===== src/ssf_defines.svh =====
`ifndef SSF_DEFINES_SVH
`define SSF_DEFINES_SVH

// register offsets on the device register access port
`define SSF_ADDR_W 8
`define SSF_SEC_STATUS_OFS 8'h00
`define SSF_CONV_STATUS_OFS 8'h01

// field positions
`define SSF_DATA_W 16
`define SSF_SEC_READY_BIT 0
`define SSF_TRIM_FAULT_BIT 5
`define SSF_CONV_FAULT_BIT 15

// reset values
`define SSF_STATUS_RST 16'h0000

// trim memory width watched for changes
`define SSF_TRIM_W 16

// timing
`define SSF_CLK_HZ 20000000
`define SSF_PWM_MAX_HZ 30000
`define SSF_PWM_MIN_CYC ((`SSF_CLK_HZ + `SSF_PWM_MAX_HZ - 1) / `SSF_PWM_MAX_HZ)
`define SSF_PWM_CNT_W 10

`endif


===== src/ssf_pkg.sv =====
package ssf_pkg;

  typedef enum logic [1:0] {
    SSF_MODE_OFF,
    SSF_MODE_CFG1,
    SSF_MODE_CFG2,
    SSF_MODE_ACTIVE
  } ssf_mode_t;

  typedef struct packed {
    logic vref_ov;
    logic vref_uv;
    logic vref_ilim;
    logic xfer_err;
  } ssf_conv_src_t;

  typedef struct packed {
    logic secondary_ready;
    logic secondary_trim_check_fault;
    logic conv_fault;
  } ssf_flags_t;

endpackage


===== src/ssf_pwm_rate_chk.sv =====
`timescale 1ns/1ps
`default_nettype none
`include "ssf_defines.svh"

module ssf_pwm_rate_chk (
  // clock and reset
  input wire logic ref_clk_i,
  input wire logic rstn_i,
  // control and input
  input wire logic enable_i,
  input wire logic pwm_i,
  // result
  output logic too_fast_o
);

  localparam int unsigned MIN_CYC = `SSF_PWM_MIN_CYC;
  localparam logic [`SSF_PWM_CNT_W-1:0] MIN_CNT =
    MIN_CYC[`SSF_PWM_CNT_W-1:0];

  logic pwm_prev_reg;
  logic seen_edge_reg;
  logic [`SSF_PWM_CNT_W-1:0] gap_reg;
  logic rise;

  assign rise = pwm_i & ~pwm_prev_reg;

  always_ff @(posedge ref_clk_i) begin
    if (!rstn_i) begin
      pwm_prev_reg <= 1'b0;
    end else begin
      pwm_prev_reg <= pwm_i;
    end
  end

  // gap since last rising edge, saturating at the legal period
  always_ff @(posedge ref_clk_i) begin
    if (!rstn_i || !enable_i) begin
      gap_reg <= '0;
      seen_edge_reg <= 1'b0;
    end else if (rise) begin
      gap_reg <= {{(`SSF_PWM_CNT_W-1){1'b0}}, 1'b1};
      seen_edge_reg <= 1'b1;
    end else if (gap_reg < MIN_CNT) begin
      gap_reg <= gap_reg + {{(`SSF_PWM_CNT_W-1){1'b0}}, 1'b1};
    end
  end

  // first edge after enable only arms the check
  always_ff @(posedge ref_clk_i) begin
    if (!rstn_i) begin
      too_fast_o <= 1'b0;
    end else begin
      too_fast_o <= enable_i & rise & seen_edge_reg &
                    (gap_reg < MIN_CNT);
    end
  end

endmodule // ssf_pwm_rate_chk

`default_nettype wire


===== src/ssf_status_flags.sv =====
// How it works
// - bit 0 of the secondary word is 1 while that side can operate, reset 0.
// - a change of any stored trim bit sets the trim fault in CFG2 or ACTIVE.
// - reference supply out of range sets the converter fault in bit 15.
// - a transfer error toward the primary side sets the converter fault.
// - PWM edges faster than 30 kHz while enabled set the converter fault.
// - converter faults show only while enabled, else the flag stays 0.
// - reserved bits 14..0 (converter) and 4..1 (secondary) read 0.
`timescale 1ns/1ps
`default_nettype none
`include "ssf_defines.svh"

module ssf_status_flags (
  // clock and reset
  input wire logic ref_clk_i,
  input wire logic rstn_i,
  // secondary side state
  input wire logic sec_can_operate_i,
  input wire ssf_pkg::ssf_mode_t mode_i,
  input wire logic [`SSF_TRIM_W-1:0] trim_bits_i,
  // converter
  input wire logic conv_enable_i,
  input wire ssf_pkg::ssf_conv_src_t conv_src_i,
  input wire logic pwm_i,
  // register access port
  input wire logic rd_stb_i,
  input wire logic [`SSF_ADDR_W-1:0] rd_addr_i,
  input wire logic wr_stb_i,
  input wire logic [`SSF_ADDR_W-1:0] wr_addr_i,
  input wire logic [`SSF_DATA_W-1:0] wr_data_i,
  output logic [`SSF_DATA_W-1:0] rd_data_o,
  output logic rd_valid_o,
  output logic wr_ack_o,
  // flag outputs
  output ssf_pkg::ssf_flags_t flags_o
);

  function automatic logic ofs_hit(input logic [`SSF_ADDR_W-1:0] a);
    ofs_hit = (a == `SSF_SEC_STATUS_OFS) || (a == `SSF_CONV_STATUS_OFS);
  endfunction

  logic [`SSF_TRIM_W-1:0] trim_prev_reg;
  logic trim_prev_valid_reg;
  logic sec_ready_reg;
  logic trim_fault_reg;
  logic conv_fault_reg;
  logic pwm_too_fast;
  logic trim_watch;
  logic conv_event;
  logic [`SSF_DATA_W-1:0] sec_word;
  logic [`SSF_DATA_W-1:0] conv_word;
  logic wr_data_unused;

  ssf_pwm_rate_chk u_rate (
    .ref_clk_i(ref_clk_i),
    .rstn_i(rstn_i),
    .enable_i(conv_enable_i),
    .pwm_i(pwm_i),
    .too_fast_o(pwm_too_fast)
  );

  // status is read-only, write data goes nowhere
  assign wr_data_unused = ^wr_data_i;

  assign trim_watch = (mode_i == ssf_pkg::SSF_MODE_CFG2) ||
                      (mode_i == ssf_pkg::SSF_MODE_ACTIVE);
  assign conv_event = conv_src_i.vref_ov | conv_src_i.vref_uv |
                      conv_src_i.vref_ilim |
                      conv_src_i.xfer_err |
                      pwm_too_fast;

  always_ff @(posedge ref_clk_i) begin
    if (!rstn_i) begin
      sec_ready_reg <= 1'b0;
    end else begin
      sec_ready_reg <= sec_can_operate_i;
    end
  end

  // baseline follows memory always so entering a watched state
  // never flags an old, legitimate reload
  always_ff @(posedge ref_clk_i) begin
    if (!rstn_i) begin
      trim_prev_reg <= '0;
      trim_prev_valid_reg <= 1'b0;
    end else begin
      trim_prev_reg <= trim_bits_i;
      trim_prev_valid_reg <= 1'b1;
    end
  end

  // sticky until reset; no clear exists for this flag
  always_ff @(posedge ref_clk_i) begin
    if (!rstn_i) begin
      trim_fault_reg <= 1'b0;
    end else if (trim_watch && trim_prev_valid_reg &&
                 (trim_bits_i != trim_prev_reg)) begin
      trim_fault_reg <= 1'b1;
    end
  end

  // disable drops the flag, an event with enable high sets it
  always_ff @(posedge ref_clk_i) begin
    if (!rstn_i) begin
      conv_fault_reg <= 1'b0;
    end else if (!conv_enable_i) begin
      conv_fault_reg <= 1'b0;
    end else if (conv_event) begin
      conv_fault_reg <= 1'b1;
    end
  end

  always_comb begin
    sec_word = `SSF_STATUS_RST;
    sec_word[`SSF_SEC_READY_BIT] = sec_ready_reg;
    sec_word[`SSF_TRIM_FAULT_BIT] = trim_fault_reg;
    conv_word = `SSF_STATUS_RST;
    conv_word[`SSF_CONV_FAULT_BIT] = conv_fault_reg;
  end

  // unmapped offsets read as zero
  always_ff @(posedge ref_clk_i) begin
    if (!rstn_i) begin
      rd_data_o <= `SSF_STATUS_RST;
      rd_valid_o <= 1'b0;
    end else begin
      rd_valid_o <= rd_stb_i;
      if (rd_stb_i && ofs_hit(rd_addr_i)) begin
        rd_data_o <= (rd_addr_i == `SSF_SEC_STATUS_OFS) ? sec_word
                                                         : conv_word;
      end else if (rd_stb_i) begin
        rd_data_o <= `SSF_STATUS_RST;
      end
    end
  end

  // writes are acknowledged but touch nothing
  always_ff @(posedge ref_clk_i) begin
    if (!rstn_i) begin
      wr_ack_o <= 1'b0;
    end else begin
      wr_ack_o <= wr_stb_i & (ofs_hit(wr_addr_i) | ~ofs_hit(wr_addr_i) |
                  (wr_data_unused & 1'b0));
    end
  end

  always_ff @(posedge ref_clk_i) begin
    if (!rstn_i) begin
      flags_o <= '0;
    end else begin
      flags_o.secondary_ready <= sec_ready_reg;
      flags_o.secondary_trim_check_fault <= trim_fault_reg;
      flags_o.conv_fault <= conv_fault_reg;
    end
  end

endmodule // ssf_status_flags

`default_nettype wire


===== config.mk =====
export PLATFORM = sky130hd
export DESIGN_NAME = ssf_status_flags
export DESIGN_NICKNAME = d
export VERILOG_FILES = /design/src/ssf_pkg.sv /design/src/ssf_pwm_rate_chk.sv /design/src/ssf_status_flags.sv
export VERILOG_INCLUDE_DIRS = /design/src /design/src/src
export SDC_FILE = /design/constraint.sdc
export NUM_CORES = 1
export LEC_CHECK = 0
export ABC_CLOCK_PERIOD_IN_PS = 2050
export CORE_MARGIN = 3
export CORE_UTILIZATION = 45
export CTS_CLUSTER_DIAMETER = 40
export DETAILED_ROUTE_END_ITERATION = 10
export DONT_BUFFER_PORTS = 1
export GPL_ROUTABILITY_DRIVEN = 0
export HOLD_SLACK_MARGIN = 0.02
export SKIP_LAST_GASP = 1
export SLEW_MARGIN = 10
export SYNTH_ARGS = -nofsm -noshare
export SYNTH_HDL_FRONTEND = slang
export SYNTH_HIERARCHICAL = 1
export SYNTH_SLANG_ARGS = --single-unit
export TNS_END_PERCENT = 30

===== constraint.sdc =====
create_clock -name ref_clk_i -period 2.05 [get_ports ref_clk_i]
set_clock_uncertainty 0.1 [all_clocks]
set_input_delay 0.1025 -clock ref_clk_i [delete_from_list [all_inputs] [get_ports ref_clk_i]]
set_output_delay 0.1025 -clock ref_clk_i [all_outputs]
set_load 0.02 [all_outputs]

==> Yosys cells after proc, flatten, opt, wreduce, memory -nomap -nowiden <==
Index checks and enable logic that the tools add are counted.
{ "op_classes": {"addsub": 1, "n_lt_le_gt_ge": 1, "n_eq_ne": 4, "muxes": 6, "bitwise_logic": 9, "reduce_logical": 13} }
{ "ops": {"columns": ["cell", "n"], "rows": [
  ["16-bit 2-to-1 mux", 3],
  ["16-bit != test", 1],
  ["10-bit by 1-bit adder with 10-bit output, second input constant", 1],
  ["10-bit less-than comparator, second input constant", 1],
  ["8-bit by 1-bit == test with 1-bit output, second input constant", 1],
  ["8-bit zero test", 1],
  ["1-bit bitwise AND", 4],
  ["2-bit == test, second input constant", 2],
  ["1-bit bitwise OR", 4],
  ["2-bit nonzero test", 2],
  ["1-bit logical AND", 3],
  ["1-bit logical OR", 3],
  ["1-bit 2-to-1 mux", 3],
  ["1-bit zero test", 2],
  ["2-bit AND reduction", 1],
  ["2-bit OR reduction", 1],
  ["1-bit inverter", 1]
]} }
{ "word_totals": {"register_bits": 54, "in_bits": 61, "word_cells": 50} }

==> Longest topological paths before layout <==
{ "depth": {"depth_word": 5, "depth_mapped": 5, "ltp_nobuf": 5} }

==> Hierarchy <==
The synthesis kept the hierarchy.
{ "modules_own_cells": {"columns": ["module", "instances", "cells_per_inst", "area_per_inst_um2"], "rows": [
  ["ssf_status_flags", 1, 103, 1107.3],
  ["ssf_pwm_rate_chk", 1, 65, 580.6]
]} }

==> Worst setup path before layout <==
No wires, ideal clock.
{ "synth_timing": {"path_kind": "register -> register", "startpoint": "register u_rate.gap_reg[0]", "endpoint": "register u_rate.gap_reg[5]", "t_arrival_ps": 1392, "required_ps": 1877, "slack_ps": 485, "stages_incl_launch_ff": 6, "path_buffers": 0, "synth_period_minus_slack_ps": 1565, "path_cell_list": "dfxtp_1 ha_1 o211ai_2 a21boi_2 or4_1 a21oi_1"} }
{ "synth_between": {"elab_chain_len": 1} }
{ "synth_lines": {"columns": ["element", "line_no", "text"], "rows": [
  ["start, declared", "ssf_pwm_rate_chk.sv:22", "logic [`SSF_PWM_CNT_W-1:0] gap_reg;"],
  ["start signal, assigned", "ssf_pwm_rate_chk.sv:41", "gap_reg <= {{(`SSF_PWM_CNT_W-1){1'b0}}, 1'b1};"],
  ["start signal, assigned", "ssf_pwm_rate_chk.sv:44", "gap_reg <= gap_reg + {{(`SSF_PWM_CNT_W-1){1'b0}}, 1'b1};"],
  ["10-bit by 1-bit adder with 10-bit output or 10-bit less-than comparator (tied branches)", "ssf_pwm_rate_chk.sv:44, ssf_pwm_rate_chk.sv:43", null]
]} }
Parallel ways exist; a longest one is shown, timed or not.
A chain may end at the register's enable or synchronous reset.

==> results by group <==
Global routing
  – Overflow left after global routing: 0
  – Number of antenna violations at the first check in global routing: 0
  – Global-route wire length before repair: 5319 um
  – Number of global-route vias before repair: 1225
  – GRT Overall Usage: 0.1562
  – Met2 track demand over resource in global routing: 0.2577
  – Largest net degree at the start of global routing: 31
  – GRT Max-Usage Layer: met2
  – GR Util met3: 0.04992
  – Global Route met1 Usage: 0.1856

Yosys
  – Synth top area cells: sky130_fd_sc_hd__dfxtp_1 (49%), sky130_fd_sc_hd__xor2_1 (9.9%), sky130_fd_sc_hd__and2_1 (8.2%), sky130_fd_sc_hd__buf_4 (5.8%), sky130_fd_sc_hd__nor2_1 (2.0%)
  – Netlist Area Pre-Place: 1688 sq um
  – Portion of synthesized cell area occupied by the leading cell type: 0.4863
  – Leading area contributor after synthesis: sky130_fd_sc_hd__dfxtp_1
  – Distinct cells, synth: 35
  – Post-Syn Instances: 168
  – Number of synthesized register bits: 41
  – Post-Syn Area per Cell: 10.05 sq um
  – Number of warning messages in the yosys log: 6
  – Sequential share of the synthesized area: 0.4863

Clock tree
  – Cell chosen for the clock root: sky130_fd_sc_hd__clkbuf_8
  – Maximum count of clock buffers along a single path: 2
  – Skew-Pair Late Insertion Delay: 0.28 ns
  – H-tree levels: 2
  – Clock transition at the registers of the reported paths: 0.07 ns
  – CTS tree: built
  – Total clock buffers created by CTS: 5
  – Post-CTS Repair Setup Buffers: 0
  – Sinks on the clock net: 41

Critical path
  – Data required, critical path: 2.12 ns
  – Worst endpoint data arrival time: 2.00 ns
  – Maximum fanout along the worst path: 3
  – Cells on worst reg2reg path: 3
  – CP startpoint: conv_fault_reg$_SDFFE_PN0P_
  – Flop-to-flop setup slack: 0.12 ns
  – Kind of end point of the critical path: flop
  – Crit path to: conv_fault_reg$_SDFFE_PN0P_
  – Critical R2R Capture: conv_fault_reg$_SDFFE_PN0P_
  – Start of the worst register-to-register path: conv_fault_reg$_SDFFE_PN0P_
  – Startpoint Class: flop
  – Kind of critical path: reg -> reg

Floorplan
  – Placeable core region: 3468 sq um
  – Core Rows: 21
  – Initial core utilization: 0.4867
  – Die Height: 67.25 um
  – Floorplan die area: 4522 sq um
  – # IOs: 82
  – Die Width: 67.25 um

Timing
  – Final count of negative-setup-slack endpoints: 0
  – Fin. max-slew vios: 0
  – Hold Slack: 0.06314 ns
  – Share of the clock period used by the worst path: 0.9425
  – Count of endpoints failing hold in the final timing report: 0
  – Slew at the pin with the worst max-slew slack: 0.8279 ns
  – Worst slew margin relative to its limit: 0.4481
  – Unrepaired setup endpoints after global routing: no
  – Max frequency: 517.6 MHz
  – Time the final worst path needs with I/O delays and setup: 1.932 ns
  – PnR worst setup slack: 0.1178 ns
  – Summed negative setup slack over all endpoints: 0 ns

Place
  – Detailed Place HPWL: 2134 um
  – Worst setup slack before clock tree synthesis: 0.3753 ns
  – Count of input and output buffers: 0
  – Dpl cell area: 1685 sq um

Route
  – Routed vias/inst: 4.955
  – 1st-iter DRT viols: 63
  – Via total after detailed routing: 1209
  – Routed wire length: 3161 um
  – Wirelength per Cell: 12.95 um
  – Detailed Routing Iterations Pass 1: 4
  – Number of design rule violations left after detail routing: 0
  – Antenna violation net count after detailed routing: 0

Layout
  – Design area: 2039 sq um
  – Fill cell total of the finished layout: 306
  – Count of inserted antenna diode cells: 0
  – Nets@finish: 259
  – Area of combinational cells with multiple inputs: 807.0 sq um
  – Utilization after layout: 0.5880
  – Flip-flop count of the largest register, all copies and words added: 16
  – Reg area: 820.8 sq um
  – Layout cell share with drive strength beyond 1: 0.08081
  – Relative area change from synthesis to final layout: 20.83%

Status
  – Status: complete, no violations

Power
  – Largest voltage drop on the vdd net: 0.0005601 V
  – Leakage dissipation: 0.0008223 uW
  – Pwr per Cell Area: 750.6 nW/um^2

Flow run
  – Max-cap violations: 0

Worst hold path
  – Worst min-delay path class: in -> reg
## cell usage after synthesis (all sizes together)
library cell / instances
a211oi: 2
a21boi: 1
a21oi: 6
a41o: 1
and2: 23
and2b: 3
and3: 2
buf: 13
clkbuf: 2
conb: 1
dfxtp: 41
ha: 1
mux2i: 1
nand2: 7
nand2b: 1
nand3: 3
nand4: 2
nor2: 9
nor2b: 3
nor3: 5
nor4: 5
nor4b: 1
o211ai: 3
o21a: 3
o21ai: 1
o311a: 1
o31ai: 1
or3: 1
or4: 3
or4b: 1
xnor2: 2
xor2: 19
## cell usage in the layout (no fill, tap or decap), drive strengths merged, types with 3 or more instances in the layout
cell type    count
o21a             3
dlygate4sd3     24
nor2b            3
nor2             9
or4              3
xor2            19
nand3            3
and2b            3
a21oi            6
nand2            7
clkbuf           7
conb            13
nor3             5
dfxtp           41
and2            23
o211ai           3
nor4             5
## layout make-up
| class | instances | share of cell area |
|---|---|---|
| clock inverter | 1 | 0.002454 |
| multi-input combinational | 124 | 0.3957 |
| sequential | 41 | 0.4025 |
| clock buffer | 7 | 0.04724 |
| timing repair buffer | 25 | 0.1239 |
| tap | 46 | 0.02822 |
## per-layer routing
metal  vias to the layer above  wire length (um)
li1                        604                 -
met1                       557              1351
met2                        46              1509
met3                         2               279
met4                         0                21
met5                         -                 0
## power by group
| group | internal, uW | total [uW] | switching [uW] |
|---|---|---|---|
| sequential | 826 | 846 | 19.7 |
| combinational | 67.6 | 127 | 59.8 |
| clock | 304 | 557 | 253 |
| total | 1200 | 1530 | 333 |
## timing repair
| item | in CTS | in global routing |
|---|---|---|
| hold buffers | 25 | 0 |
| hold endpoints to repair | 33 | 0 |
| resized for setup | 0 | 1 |
| endpoints found under the setup margin | 0 | 1 |
## kinds of logic (layout without fill, tap and decap cells)
| family | after synthesis | in the layout | synth area share |
|---|---|---|---|
| other | 1 | 13 | 0.002222 |
| AO/OA/AOI/OAI | 19 | 19 | 0.08228 |
| multiplexers | 1 | 1 | 0.005931 |
| XOR/XNOR | 21 | 21 | 0.1090 |
| flip-flops | 41 | 41 | 0.4863 |
| AND/OR/NAND/NOR | 69 | 69 | 0.2446 |
| adder cells (fa/ha/maj) | 1 | 1 | 0.007412 |
| buffers and inverters | 15 | 33 | 0.06227 |
## worst min-delay path by stage
| stage | cells after the start | startpoint | end | slack (ns) |
|---|---|---|---|---|
| final | 2 | conv_enable_i | u_rate/gap_reg[3]$_SDFFE_PP0N_ | 0.06 |
| after global routing | 3 | rd_stb_i | rd_data_o[0]$_SDFFE_PN0P_ | 0.07 |
| after CTS | 2 | conv_enable_i | u_rate/gap_reg[3]$_SDFFE_PP0N_ | 0.07 |
| after detailed placement | 0 | rstn_i | trim_prev_valid_reg$_DFF_P_ | 0.04 |
| after global placement | 0 | rstn_i | trim_prev_valid_reg$_DFF_P_ | 0.04 |
| after floorplan | 0 | rstn_i | trim_prev_valid_reg$_DFF_P_ | 0.03 |
## metrics by stage
step / cells / power (uW)
after global routing: 244 / 1602
after global placement: 211 / 943.1
after detailed placement: 211 / 945.8
after floorplan: 180 / 956.8
final: 244 / 1531
after CTS: 244 / 1553
## worst max-delay path, stage by stage (launching register included)
cell                            delay [ns]
sky130_fd_sc_hd__dfxtp_1              0.35
sky130_fd_sc_hd__or4_1                0.52
sky130_fd_sc_hd__o311a_1              0.30
sky130_fd_sc_hd__dlygate4sd3_1        0.56
Power figures use the tool's default switching activity.
